<file path="config.mk">
export PLATFORM = sky130hd
export DESIGN_NAME = efc_event_flag_controller
export DESIGN_NICKNAME = d
export VERILOG_FILES = /design/src/efc_pkg.sv /design/src/efc_event_flag_controller.sv
export SDC_FILE = /design/constraint.sdc
export NUM_CORES = 1
export LEC_CHECK = 0
export ABC_CLOCK_PERIOD_IN_PS = 4400
export BUFFER_PORTS_ARGS = -buffer_cell sky130_fd_sc_hd__buf_4
export CAP_MARGIN = 20
export CELL_PAD_IN_SITES_DETAIL_PLACEMENT = 1
export CELL_PAD_IN_SITES_GLOBAL_PLACEMENT = 1
export CORE_ASPECT_RATIO = 2
export CORE_MARGIN = 4
export CORE_UTILIZATION = 39
export DETAILED_ROUTE_END_ITERATION = 10
export PLACE_DENSITY_LB_ADDON = 0.05
export SLEW_MARGIN = 20
export SYNTH_ARGS = -nofsm -noshare
export SYNTH_HDL_FRONTEND = slang
export SYNTH_SLANG_ARGS = --single-unit
export TNS_END_PERCENT = 50
</file>
<file path="constraint.sdc">
create_clock -name i_mclk -period 4.4 [get_ports i_mclk]
set_clock_uncertainty 0.2 [all_clocks]
set_input_delay 0.88 -clock i_mclk [delete_from_list [all_inputs] [get_ports i_mclk]]
set_output_delay 0.88 -clock i_mclk [all_outputs]
set_load 0.005 [all_outputs]
</file>
<file path="src/efc_pkg.sv">
package efc_pkg;

   // ****************************************
   // register map (byte addresses)
   // ****************************************
   localparam logic [7:0] EFC_ADDR_FLAGS_PRI  = 8'h00;
   localparam logic [7:0] EFC_ADDR_FLAGS_SEC  = 8'h04;
   localparam logic [7:0] EFC_ADDR_EN_PRI     = 8'h08;
   localparam logic [7:0] EFC_ADDR_EN_SEC     = 8'h0C;
   localparam logic [7:0] EFC_ADDR_STATUS     = 8'h10;
   localparam logic [7:0] EFC_ADDR_THRESHOLD  = 8'h14;
   localparam logic [7:0] EFC_ADDR_FIFO_LEVEL = 8'h18;

   // ****************************************
   // field positions
   // ****************************************
   // primary flags
   localparam int EFC_P_TX_DONE   = 0;
   localparam int EFC_P_RX_DONE   = 1;
   localparam int EFC_P_IDLE      = 2;
   localparam int EFC_P_HIGH_WARN = 3;
   localparam int EFC_P_LOW_WARN  = 4;
   localparam int EFC_P_ERROR     = 5;
   localparam int EFC_P_SOF       = 6;
   // secondary flags
   localparam int EFC_S_TIMER_A   = 0;
   localparam int EFC_S_CARD      = 5;
   localparam int EFC_S_SUMMARY   = 6;
   localparam int EFC_SET_SEL     = 7;
   localparam int EFC_STAT_IRQ    = 0;
   localparam int EFC_STAT_HIGH   = 1;
   localparam int EFC_STAT_LOW    = 2;
   localparam int EFC_THR_EXT     = 8;

   // ****************************************
   // reset values
   // ****************************************
   localparam logic [7:0] EFC_RST_FLAGS     = 8'h00;
   localparam logic [7:0] EFC_RST_EN        = 8'h00;
   localparam logic [8:0] EFC_RST_THRESHOLD = 9'h008;
   localparam logic [1:0] EFC_RST_MASK      = 2'h0;

   // primary flags register holds bits 0..6 only, bit 7 is the selector
   localparam logic [7:0] EFC_FLAG_MASK     = 8'h7F;

endpackage : efc_pkg

</file>
<file path="src/efc_event_flag_controller.sv">
// What this block does
// - two 8-bit flag registers, each with its own 8-bit enable register
// - software writes a flag register to raise or clear flags
// - each source enabled individually; only enabled ones reach the summary
// - an enabled event sets the status interrupt bit and, with pin mask bit 0 or the summary enable set, drives the pin
// - dedicated output pin signals a pending interrupt to the host
// - four timer flags set on underflow of their timer
// - timer at zero with interrupt enabled raises its flag next timer clock
// - transmit-done set when transmitter goes from data to end-of-frame
// - receive-done set at end of received data stream
// - command-idle set when a running command returns to idle
// - one threshold sets upper level from top and lower from bottom
// - high-warning set when fill count reaches upper level with extension
// - low-warning set when low-warning status becomes one
// - error flag set when the error register goes from all bits zero to any bit one
// - card-detect set when card found in low-power card detection mode
// - start-of-frame set on frame start or subcarrier while receiving
// - summary flag set while any other enabled source is set
module efc_event_flag_controller
#(
   parameter int FIFO_DEPTH = 512,
   parameter int CNT_W      = 10
)
(
   input  wire logic             i_mclk,
   input  wire logic             i_rst_n,
   input  wire logic             i_psel,
   input  wire logic             i_penable,
   input  wire logic             i_pwrite,
   input  wire logic [7:0]       i_paddr,
   input  wire logic [31:0]      i_pwdata,
   output      logic [31:0]      o_prdata,
   output      logic             o_pready,
   output      logic             o_pslverr,
   input  wire logic [3:0]       i_timer_at_zero,
   input  wire logic [3:0]       i_timer_irq_en,
   input  wire logic [3:0]       i_timer_tick,
   input  wire logic             i_tx_end_of_frame,
   input  wire logic             i_rx_stream_end,
   input  wire logic             i_command_idle,
   input  wire logic [CNT_W-1:0] i_fifo_fill,
   input  wire logic [7:0]       i_error_bits,
   input  wire logic             i_low_power_card_detection,
   input  wire logic             i_card_found,
   input  wire logic             i_rx_active,
   input  wire logic             i_sof_or_subcarrier,
   output      logic             o_irq
);
   import efc_pkg::*;

   // ****************************************
   // register state
   // ****************************************
   logic [7:0]       flags_pri_q;
   logic [7:0]       flags_sec_q;
   logic [7:0]       en_pri_q;
   logic [7:0]       en_sec_q;
   logic [8:0]       threshold_q;
   logic [1:0]       pin_mask_q;
   logic             tx_q;
   logic             idle_q;
   logic             err_q;
   logic             hi_q;
   logic             lo_q;
   logic             status_irq_q;
   logic             hi_now;
   logic             lo_now;
   logic [CNT_W-1:0] upper_lvl;
   logic [CNT_W-1:0] lower_lvl;
   logic [7:0]       set_pri;
   logic [7:0]       set_sec;
   logic             wr;
   logic             setup;
   logic             addr_known;
   logic             wr_flags_pri;
   logic             wr_flags_sec;
   logic             wr_en_pri;
   logic             wr_en_sec;
   logic             wr_threshold;
   logic             wr_pin_mask;
   logic             any_pending;

   // ****************************************
   // address decode
   // ****************************************
   // a write lands at the edge that ends the access phase
   assign wr           = i_psel & i_penable & i_pwrite;
   assign setup        = i_psel & ~i_penable;
   assign wr_flags_pri = wr & (i_paddr == EFC_ADDR_FLAGS_PRI);
   assign wr_flags_sec = wr & (i_paddr == EFC_ADDR_FLAGS_SEC);
   assign wr_en_pri    = wr & (i_paddr == EFC_ADDR_EN_PRI);
   assign wr_en_sec    = wr & (i_paddr == EFC_ADDR_EN_SEC);
   assign wr_threshold = wr & (i_paddr == EFC_ADDR_THRESHOLD);
   assign wr_pin_mask  = wr & (i_paddr == EFC_ADDR_STATUS);

   // ****************************************
   // fifo warning levels
   // ****************************************
   // one value serves both ends; the two warnings stay symmetric while extension bit 8 is clear
   assign upper_lvl = CNT_W'(FIFO_DEPTH) - CNT_W'(threshold_q);
   assign lower_lvl = CNT_W'(threshold_q[7:0]);
   assign hi_now    = i_fifo_fill >= upper_lvl;
   assign lo_now    = i_fifo_fill <= lower_lvl;

   // ****************************************
   // event detection
   // ****************************************
   always_comb
   begin
      set_pri = 8'h00;
      set_sec = 8'h00;
      set_pri[EFC_P_TX_DONE]   = i_tx_end_of_frame & ~tx_q;
      set_pri[EFC_P_RX_DONE]   = i_rx_stream_end;
      set_pri[EFC_P_IDLE]      = i_command_idle & ~idle_q;
      set_pri[EFC_P_HIGH_WARN] = hi_now & ~hi_q;
      set_pri[EFC_P_LOW_WARN]  = lo_now & ~lo_q;
      set_pri[EFC_P_ERROR]     = (|i_error_bits) & ~err_q;
      set_pri[EFC_P_SOF]       = i_sof_or_subcarrier & i_rx_active;
      // underflow: counter sits at zero and the next timer clock arrives
      set_sec[3:0] = i_timer_at_zero & i_timer_irq_en & i_timer_tick;
      set_sec[EFC_S_CARD] = i_card_found & i_low_power_card_detection;
   end

   // transmitter is quiet after reset, so the first end-of-frame is a fresh edge
   always_ff @(posedge i_mclk)
   begin
      if (!i_rst_n)
      begin
         tx_q <= 1'b0;
      end
      else
      begin
         tx_q <= i_tx_end_of_frame;
      end
   end

   // command register counts as idle after reset: no false finish on release
   always_ff @(posedge i_mclk)
   begin
      if (!i_rst_n)
      begin
         idle_q <= 1'b1;
      end
      else
      begin
         idle_q <= i_command_idle;
      end
   end

   always_ff @(posedge i_mclk)
   begin
      if (!i_rst_n)
      begin
         err_q <= 1'b0;
      end
      else
      begin
         err_q <= |i_error_bits;
      end
   end

   always_ff @(posedge i_mclk)
   begin
      if (!i_rst_n)
      begin
         hi_q <= 1'b0;
      end
      else
      begin
         hi_q <= hi_now;
      end
   end

   // an empty fifo already sits at the low level, so leaving reset is no new warning
   always_ff @(posedge i_mclk)
   begin
      if (!i_rst_n)
      begin
         lo_q <= 1'b1;
      end
      else
      begin
         lo_q <= lo_now;
      end
   end

   // ****************************************
   // flag registers
   // ****************************************
   // hardware set wins over a software clear in the same cycle
   always_ff @(posedge i_mclk)
   begin
      if (!i_rst_n)
      begin
         flags_pri_q <= EFC_RST_FLAGS;
      end
      else if (wr_flags_pri)
      begin
         if (i_pwdata[EFC_SET_SEL])
            flags_pri_q <= (flags_pri_q | (i_pwdata[7:0] & EFC_FLAG_MASK)) | set_pri;
         else
            flags_pri_q <= (flags_pri_q & ~(i_pwdata[7:0] & EFC_FLAG_MASK)) | set_pri;
      end
      else
      begin
         flags_pri_q <= flags_pri_q | set_pri;
      end
   end

   // summary bit is derived, not stored, so it cannot go stale
   always_ff @(posedge i_mclk)
   begin
      if (!i_rst_n)
      begin
         flags_sec_q <= EFC_RST_FLAGS;
      end
      else if (wr_flags_sec)
      begin
         if (i_pwdata[EFC_SET_SEL])
            flags_sec_q <= (flags_sec_q | (i_pwdata[7:0] & 8'h3F)) | set_sec;
         else
            flags_sec_q <= (flags_sec_q & ~(i_pwdata[7:0] & 8'h3F)) | set_sec;
      end
      else
      begin
         flags_sec_q <= flags_sec_q | set_sec;
      end
   end

   // ****************************************
   // enables and configuration
   // ****************************************
   always_ff @(posedge i_mclk)
   begin
      if (!i_rst_n)
      begin
         en_pri_q <= EFC_RST_EN;
      end
      else if (wr_en_pri)
      begin
         en_pri_q <= i_pwdata[7:0];
      end
   end

   always_ff @(posedge i_mclk)
   begin
      if (!i_rst_n)
      begin
         en_sec_q <= EFC_RST_EN;
      end
      else if (wr_en_sec)
      begin
         en_sec_q <= i_pwdata[7:0];
      end
   end

   always_ff @(posedge i_mclk)
   begin
      if (!i_rst_n)
      begin
         threshold_q <= EFC_RST_THRESHOLD;
      end
      else if (wr_threshold)
      begin
         threshold_q <= i_pwdata[8:0];
      end
   end

   // only the mask bits of the status word are writable, the rest is live state
   always_ff @(posedge i_mclk)
   begin
      if (!i_rst_n)
      begin
         pin_mask_q <= EFC_RST_MASK;
      end
      else if (wr_pin_mask)
      begin
         pin_mask_q <= i_pwdata[1:0];
      end
   end

   // ****************************************
   // summary and interrupt pin
   // ****************************************
   assign any_pending = |(flags_pri_q[6:0] & en_pri_q[6:0])
                      | |(flags_sec_q[5:0] & en_sec_q[5:0]);

   // pin mask: bit 0 or the summary enable (en_sec_q bit 6) gates any pending source onto the pin; bit 1 is unused
   always_ff @(posedge i_mclk)
   begin
      if (!i_rst_n)
      begin
         status_irq_q <= 1'b0;
      end
      else
      begin
         status_irq_q <= any_pending;
      end
   end

   always_ff @(posedge i_mclk)
   begin
      if (!i_rst_n)
      begin
         o_irq <= 1'b0;
      end
      else
      begin
         o_irq <= any_pending & (pin_mask_q[0] | en_sec_q[EFC_S_SUMMARY]);
      end
   end

   // ****************************************
   // apb slave
   // ****************************************
   // single-cycle access; unmapped addresses answer with an error
   always_comb
   begin
      addr_known = 1'b0;
      unique case (i_paddr)
         EFC_ADDR_FLAGS_PRI,
         EFC_ADDR_FLAGS_SEC,
         EFC_ADDR_EN_PRI,
         EFC_ADDR_EN_SEC,
         EFC_ADDR_STATUS,
         EFC_ADDR_THRESHOLD,
         EFC_ADDR_FIFO_LEVEL: addr_known = 1'b1;
         default:             addr_known = 1'b0;
      endcase
   end

   always_ff @(posedge i_mclk)
   begin
      if (!i_rst_n)
      begin
         o_pready <= 1'b0;
      end
      else
      begin
         o_pready <= setup;
      end
   end

   always_ff @(posedge i_mclk)
   begin
      if (!i_rst_n)
      begin
         o_pslverr <= 1'b0;
      end
      else
      begin
         o_pslverr <= setup & ~addr_known;
      end
   end

   // data is taken in the setup cycle so it stands through the access phase
   always_ff @(posedge i_mclk)
   begin
      if (!i_rst_n)
      begin
         o_prdata <= 32'h0000_0000;
      end
      else
      begin
         o_prdata <= 32'h0000_0000;
         if (setup)
         begin
            unique case (i_paddr)
               EFC_ADDR_FLAGS_PRI:  o_prdata[7:0] <= flags_pri_q & EFC_FLAG_MASK;
               EFC_ADDR_FLAGS_SEC:  o_prdata[7:0] <= {1'b0, any_pending, flags_sec_q[5:0]};
               EFC_ADDR_EN_PRI:     o_prdata[7:0] <= en_pri_q;
               EFC_ADDR_EN_SEC:     o_prdata[7:0] <= en_sec_q;
               EFC_ADDR_STATUS:     o_prdata[4:0] <= {pin_mask_q, lo_now, hi_now, status_irq_q};
               EFC_ADDR_THRESHOLD:  o_prdata[8:0] <= threshold_q;
               EFC_ADDR_FIFO_LEVEL: o_prdata[CNT_W-1:0] <= i_fifo_fill;
               default:             o_prdata <= 32'h0000_0000;
            endcase
         end
      end
   end

endmodule : efc_event_flag_controller

</file>
# Word level (Yosys, flattened, before mapping)
# Index checks and enable logic that the tools add are counted.
[totals]
regBits = 84
inputBits = 82
word_cells = 85
[op_classes]
addsub = 1
order_cmp = 2
n_eq_ne = 6
n_mux = 8
bitwise = 43
reduce_logical = 7
[op_table]
columns = ["op", "count"]
rows = [
  ["case mux 5 bit (7 select lines)", 1],
  ["two-way mux 8 bit", 4],
  ["OR 8 x 6 -> 8 bit", 4],
  ["OR 8 x 7 -> 8 bit", 4],
  ["== test 8 x 5 -> 1 bit, second input constant", 3],
  ["bitwise AND 1 bit", 18],
  ["case mux 3 bit (6 select lines)", 1],
  ["bitwise AND 8 bit", 2],
  ["== test 8 x 4 -> 1 bit, second input constant", 2],
  ["OR reduction 7 bit", 2],
  [">= comparator 10 bit", 1],
  ["<= comparator 10 x 8 -> 1 bit", 1],
  ["subtractor 10 x 9 -> 10 bit, first input constant", 1],
  ["bitwise AND 4 bit", 2],
  ["== test 8 x 3 -> 1 bit, second input constant", 1],
  ["logical NOT 8 bit", 1],
  ["NOT 6 -> 8 bit", 1],
  ["NOT 7 -> 8 bit", 1],
  ["OR reduction 8 bit", 1],
  ["bitwise AND 7 bit", 1],
  ["NOT 1 bit", 7],
  ["bitwise AND 6 bit", 1],
  ["OR reduction 6 bit", 1],
  ["AND reduction 3 bit", 1],
  ["4 further kinds", 5],
]

# Depth between registers and ports, before layout
[depth]
depth_word = 6
depth_mapped = 13
ltp_nobuf = 13

# Worst setup path before layout
# Ideal clock, no wire load.
[synth_timing]
path_kind = "register -> register"
startpoint = "reg threshold_q[3]"
endpoint = "reg o_prdata[1]"
setup_ns = 0.122
arrival_ns = 2.394
required_time_ns = 4.078
path_slack_ns = 1.685
stages_incl_launch_ff = 14
n_path_buf = 0
synth_period_minus_slack_ns = 2.715
cell_sequence = "dfxtp_1 inv_1 nand3_1 nor2_1 nand2_1 nor3_1 xnor2_1 ha_1 and4_1 a221oi_1 o21ai_0 a31o_2 a221oi_1 nor2_1"
[synth_between]
elab_chain_len = 3
[synth_lines]
columns = ["item", "line_no", "source"]
rows = [
  ["start: declaration", "efc_event_flag_controller.sv:58", "logic [8:0] threshold_q;"],
  ["start signal: assignment", "efc_event_flag_controller.sv:265", "threshold_q <= i_pwdata[8:0];"],
  ["subtractor 10 x 9 -> 10 bit", "efc_event_flag_controller.sv:100", "assign upper_lvl = CNT_W'(FIFO_DEPTH) - CNT_W'(threshold_q);"],
  [">= comparator 10 bit", "efc_event_flag_controller.sv:102", "assign hi_now = i_fifo_fill >= upper_lvl;"],
  ["case mux 5 bit (7 select lines)", "efc_event_flag_controller.sv:368", "unique case (i_paddr)"],
  ["end signal: assignment", "efc_event_flag_controller.sv:369", "EFC_ADDR_FLAGS_PRI: o_prdata[7:0] <= flags_pri_q & EFC_FLAG_MASK;"],
  ["end signal: assignment", "efc_event_flag_controller.sv:370", "EFC_ADDR_FLAGS_SEC: o_prdata[7:0] <= {1'b0, any_pending, flags_sec_q[5:0]};"],
  ["end signal: assignment", "efc_event_flag_controller.sv:371", "EFC_ADDR_EN_PRI: o_prdata[7:0] <= en_pri_q;"],
  ["end: declaration", "efc_event_flag_controller.sv:32", "output logic [31:0] o_prdata,"],
]
# Every way passes these cells.
# A chain may end at the register's enable or synchronous reset.

# Final worst setup path
# Same ends and word-level chain as after synthesis.

==> run_summary.xml <==
<?xml version="1.0" encoding="UTF-8"?>
<metrics>
  <group name="grt">
    <metric name="global_route_wire_length_before_repair" unit="um">17000</metric>
    <metric name="grt_remaining_overflow" unit="">0</metric>
    <metric name="first_global_vias" unit="">3315</metric>
    <metric name="grt-busiest-layer" unit="">met2</metric>
    <metric name="globalRouteMet2Util" unit="">0.422</metric>
    <metric name="met3_usage" unit="">0.0378</metric>
    <metric name="grt_max_degree" unit="">24</metric>
    <metric name="grt_use_met1" unit="">0.220</metric>
    <metric name="antenna_found_initial" unit="">0</metric>
    <metric name="gr-usage-all-layers" unit="">0.224</metric>
  </group>
  <group name="floorplan">
    <metric name="chipWidth" unit="um">73.1</metric>
    <metric name="core-area" unit="um2">8290</metric>
    <metric name="design.die.area" unit="um2">10100</metric>
    <metric name="rows" unit="">47</metric>
    <metric name="chipHeight" unit="um">138</metric>
    <metric name="num_io_pins" unit="">117</metric>
    <metric name="start_util" unit="">0.399</metric>
  </group>
  <group name="final_layout">
    <metric name="final_net_count" unit="">555</metric>
    <metric name="nFillCells" unit="">1034</metric>
    <metric name="areaGrowthSynthToFinish" unit="%">24.6</metric>
    <metric name="drive_above_1_share" unit="">0.222</metric>
    <metric name="antenna-diode-count" unit="">0</metric>
    <metric name="post-route-cell-area" unit="um2">4120</metric>
  </group>
  <group name="job">
    <metric name="count_of_maximum_capacitance_violations" unit="">0</metric>
  </group>
  <group name="route">
    <metric name="residual_antenna_violating_net_count_after_detailed_routing" unit="">0</metric>
    <metric name="dr_total_vias" unit="">3045</metric>
    <metric name="wl_per_cell" unit="um">19.2</metric>
    <metric name="drc_errors" unit="">0</metric>
    <metric name="postRouteWirelength" unit="um">10700</metric>
    <metric name="initialDrtViolationCount" unit="">119</metric>
    <metric name="via_per_inst" unit="">5.46</metric>
    <metric name="drt_pass1_iterations" unit="">4</metric>
  </group>
  <group name="critical_path">
    <metric name="timing.critical_path.arrival" unit="ns">3.14</metric>
    <metric name="worstPathRequired" unit="ns">4.41</metric>
    <metric name="worstSetupEndpointType" unit="">flop</metric>
    <metric name="critical_path_class" unit="">reg2reg</metric>
    <metric name="startpoint_type" unit="">flop</metric>
    <metric name="cp_top_family" unit="">simple AND/OR/NAND/NOR gates</metric>
    <metric name="timing.critical_path.slowest_stage_cell" unit="">sky130_fd_sc_hd__dfxtp_1</metric>
    <metric name="crit_path_cell_trace" unit="">inv_1, nand3_1, nor2_1, nand2_1, nor3_1, xnor2_1, ha_1, and4_1, a221oi_1, o21ai_0, a31o_2, a221oi_1, nor2_1</metric>
    <metric name="slowest_delay" unit="ns">0.32</metric>
    <metric name="worst-path-buf-inv" unit="">1</metric>
    <metric name="worst-path-max-fanout" unit="">4</metric>
  </group>
  <group name="logic_synthesis">
    <metric name="synth-seq-area-share" unit="">0.357</metric>
    <metric name="ys_dominant_reg_cell" unit="">sky130_fd_sc_hd__dfxtp_1</metric>
    <metric name="netlist.area_leader.share" unit="">0.357</metric>
    <metric name="syn_std_cell_area" unit="um2">3300</metric>
    <metric name="yosys_register_bits" unit="">59</metric>
    <metric name="synth_cell_type_count" unit="">49</metric>
    <metric name="netlist_top_cells_area" unit="">sky130_fd_sc_hd__dfxtp_1, sky130_fd_sc_hd__mux2i_1, sky130_fd_sc_hd__ha_1</metric>
    <metric name="synth.avg_cell_area" unit="um2">8.52</metric>
    <metric name="synth_edf_count" unit="">0</metric>
    <metric name="ys_async_sr_fraction" unit="">0</metric>
    <metric name="synth_top_cell_by_area" unit="">sky130_fd_sc_hd__dfxtp_1</metric>
    <metric name="postSynthCellCount" unit="">388</metric>
    <metric name="yosys_warnings" unit="">0</metric>
  </group>
  <group name="clock_tree">
    <metric name="root_buffer" unit="">sky130_fd_sc_hd__clkbuf_16</metric>
    <metric name="htree_levels" unit="">3</metric>
    <metric name="worstSkewPairLatency" unit="ns">0.33</metric>
    <metric name="postCtsHoldBufs" unit="">0</metric>
    <metric name="cts_made_buffers" unit="">9</metric>
    <metric name="cts.repair.resized" unit="">0</metric>
    <metric name="cts_tree" unit="">yes</metric>
    <metric name="clock-sinks" unit="">59</metric>
    <metric name="post-cts-setup-buffer-count" unit="">0</metric>
    <metric name="clkSlewWorstSetupHoldPaths" unit="ns">0.05</metric>
    <metric name="max-clock-path-buffers" unit="">2</metric>
  </group>
  <group name="sta">
    <metric name="maxSlewViolCount" unit="">0</metric>
    <metric name="timing.final.setup_violations" unit="">0</metric>
    <metric name="report.final.hold_viol_count" unit="">0</metric>
    <metric name="final_period_demand_of_the_worst_path" unit="ns">3.12</metric>
    <metric name="total_negative_slack" unit="ns">0</metric>
    <metric name="clock.fmax" unit="MHz">320</metric>
    <metric name="tightestPinTransition" unit="ns">0.870</metric>
    <metric name="timing.max_slew.rel_slack" unit="">0.419</metric>
    <metric name="crit_share_post_route" unit="">0.710</metric>
    <metric name="grt_setup_unrepaired" unit="">false</metric>
  </group>
  <group name="pwr">
    <metric name="cell_internal_pwr" unit="mW">1.10</metric>
    <metric name="p_seq_frac" unit="">0.391</metric>
    <metric name="power.combinational.fraction" unit="">0.093</metric>
    <metric name="worst_vdd_rail_ir_drop" unit="mV">0.218</metric>
    <metric name="power_leakage" unit="nW">1.82</metric>
    <metric name="p_per_area" unit="nW/um2">344</metric>
    <metric name="netSwitchingPower" unit="mW">0.318</metric>
    <metric name="net_sw_frac" unit="">0.225</metric>
    <metric name="power.clock.fraction" unit="">0.516</metric>
  </group>
  <group name="placed_design">
    <metric name="place_area" unit="um2">3810</metric>
    <metric name="gpl.final_weighted_congestion" unit="">0.826</metric>
    <metric name="detailedPlacementHpwl" unit="um">8610</metric>
    <metric name="port_buffers" unit="">71</metric>
  </group>
  <group name="hold_path">
    <metric name="holdCritPathClass" unit="">reg2reg</metric>
  </group>
  <group name="status">
    <metric name="run_status" unit="">complete, no violations</metric>
  </group>
</metrics>
layout make-up:
type / instances / area (um2) / share of cell area
timing repair buffer: 76 / 571 / 0.139
tap: 98 / 123 / 0.0298
inverter: 14 / 52.6 / 0.0128
clock buffer: 10 / 229 / 0.0556
multi-input combinational: 295 / 1880 / 0.457
sequential: 59 / 1180 / 0.287
clock inverter: 6 / 80.1 / 0.0195
synthesized netlist by cell type, types with 2 or more instances:
| cell | number |
|---|---|
| sky130_fd_sc_hd__ha_1 | 18 |
| sky130_fd_sc_hd__buf_6 | 3 |
| sky130_fd_sc_hd__inv_1 | 14 |
| sky130_fd_sc_hd__nand2_1 | 47 |
| sky130_fd_sc_hd__and3_2 | 2 |
| sky130_fd_sc_hd__xnor2_1 | 6 |
| sky130_fd_sc_hd__buf_2 | 2 |
| sky130_fd_sc_hd__nand2b_1 | 6 |
| sky130_fd_sc_hd__and2_1 | 3 |
| sky130_fd_sc_hd__nor4_1 | 2 |
| sky130_fd_sc_hd__nor3_1 | 4 |
| sky130_fd_sc_hd__o21ai_0 | 3 |
| sky130_fd_sc_hd__dfxtp_1 | 59 |
| sky130_fd_sc_hd__nor2b_1 | 3 |
| sky130_fd_sc_hd__o21a_1 | 2 |
| sky130_fd_sc_hd__a211oi_1 | 4 |
| sky130_fd_sc_hd__mux2i_1 | 24 |
| sky130_fd_sc_hd__mux4_2 | 3 |
| sky130_fd_sc_hd__and3_1 | 5 |
| sky130_fd_sc_hd__a21oi_1 | 39 |
| sky130_fd_sc_hd__clkbuf_1 | 12 |
| sky130_fd_sc_hd__a22oi_1 | 12 |
| sky130_fd_sc_hd__a31oi_1 | 3 |
| sky130_fd_sc_hd__a221oi_1 | 2 |
| sky130_fd_sc_hd__a222oi_1 | 4 |
| sky130_fd_sc_hd__nor2_1 | 27 |
| sky130_fd_sc_hd__buf_4 | 24 |
| sky130_fd_sc_hd__nand4_1 | 2 |
| sky130_fd_sc_hd__a21o_1 | 2 |
| sky130_fd_sc_hd__nand3_1 | 32 |
path summary, 6_finish.rpt:
kind                          startpoint                   endpoint  slack (ns)  cells past startpoint
max reg2reg  threshold_q[3]$_SDFFE_PN1P_     o_prdata[1]$_SDFF_PN0_        1.28                     13
min reg2reg             err_q$_SDFF_PN0_  flags_pri_q[5]$_SDFF_PN0_        0.27                      2
min                     err_q$_SDFF_PN0_  flags_pri_q[5]$_SDFF_PN0_        0.27                      2
max          threshold_q[3]$_SDFFE_PN1P_     o_prdata[1]$_SDFF_PN0_        1.28                     13
layout by cell type (no fill, tap or decap), drive strengths merged, types with 14 or more instances in the layout:
cell type / count
inv: 14
nand3: 33
a21oi: 39
conb: 22
ha: 18
buf: 76
nand2: 47
dfxtp: 59
nor2: 28
mux2i: 24
power groups by stage:
stage	logic [mW]	clock network [mW]	registers, mW
3_3_place_gp	0.128	0	0.564
5_1_grt	0.146	0.765	0.554
4_1_cts	0.133	0.744	0.553
3_5_place_dp	0.132	0	0.564
6_report	0.132	0.732	0.553
2_1_floorplan	0.0710	0	0.561
routing by layer:
| metal | share of wire | vias up |
|---|---|---|
| met5 | 0 | - |
| met4 | 0.033 | 0 |
| met3 | 0.038 | 18 |
| met2 | 0.58 | 91 |
| met1 | 0.35 | 1468 |
| li1 | - | 1468 |
worst register-to-register path, cell delays in order (launching register included):
cell                       delay, ns
sky130_fd_sc_hd__dfxtp_1        0.32
sky130_fd_sc_hd__inv_1          0.13
sky130_fd_sc_hd__nand3_1        0.14
sky130_fd_sc_hd__nor2_1         0.20
sky130_fd_sc_hd__nand2_1        0.08
sky130_fd_sc_hd__nor3_1         0.27
sky130_fd_sc_hd__xnor2_1        0.17
sky130_fd_sc_hd__ha_1           0.26
sky130_fd_sc_hd__and4_1         0.22
sky130_fd_sc_hd__a221oi_1       0.25
sky130_fd_sc_hd__o21ai_0        0.14
sky130_fd_sc_hd__a31o_2         0.28
sky130_fd_sc_hd__a221oi_1       0.29
sky130_fd_sc_hd__nor2_1         0.06
kinds of logic (layout without fill, tap and decap cells):
kind of cell / count (synthesis) / count (layout) / share of synthesized area
AOI/OAI and AO/OA: 79 / 79 / 0.154
buffers and inverters: 55 / 106 / 0.0973
other: 1 / 22 / 0.00113
DFF: 59 / 59 / 0.357
muxes: 27 / 27 / 0.0931
adders and majority gates: 18 / 18 / 0.0682
xor gates and xnor gates: 7 / 7 / 0.0186
and+or+nand+nor: 142 / 142 / 0.210
sequential cells by signal, summed over array words and instances (netlist names), 2 cells and up:
| name | flops |
|---|---|
| threshold_q | 9 |
| en_pri_q | 8 |
| o_prdata | 10 |
| flags_sec_q | 6 |
| en_sec_q | 8 |
| pin_mask_q | 2 |
| flags_pri_q | 7 |
through the flow:
| step | worst slack, ns | cells | hold WS, ns | utilization | total power [mW] |
|---|---|---|---|---|---|
| finish | 1.28 | 558 | 0.268 | 0.496 | 1.42 |
| global route | 0.951 | 558 | 0.285 | 0.496 | 1.47 |
| CTS | 1.25 | 558 | 0.274 | 0.496 | 1.43 |
| detailed placement | 1.13 | 542 | 0.263 | 0.459 | 0.696 |
| global placement | 1.19 | 542 | 0.245 | 0.459 | 0.692 |
| floorplan | 1.68 | 409 | 0.236 | - | 0.632 |
(Power assumes the default switching activity.)
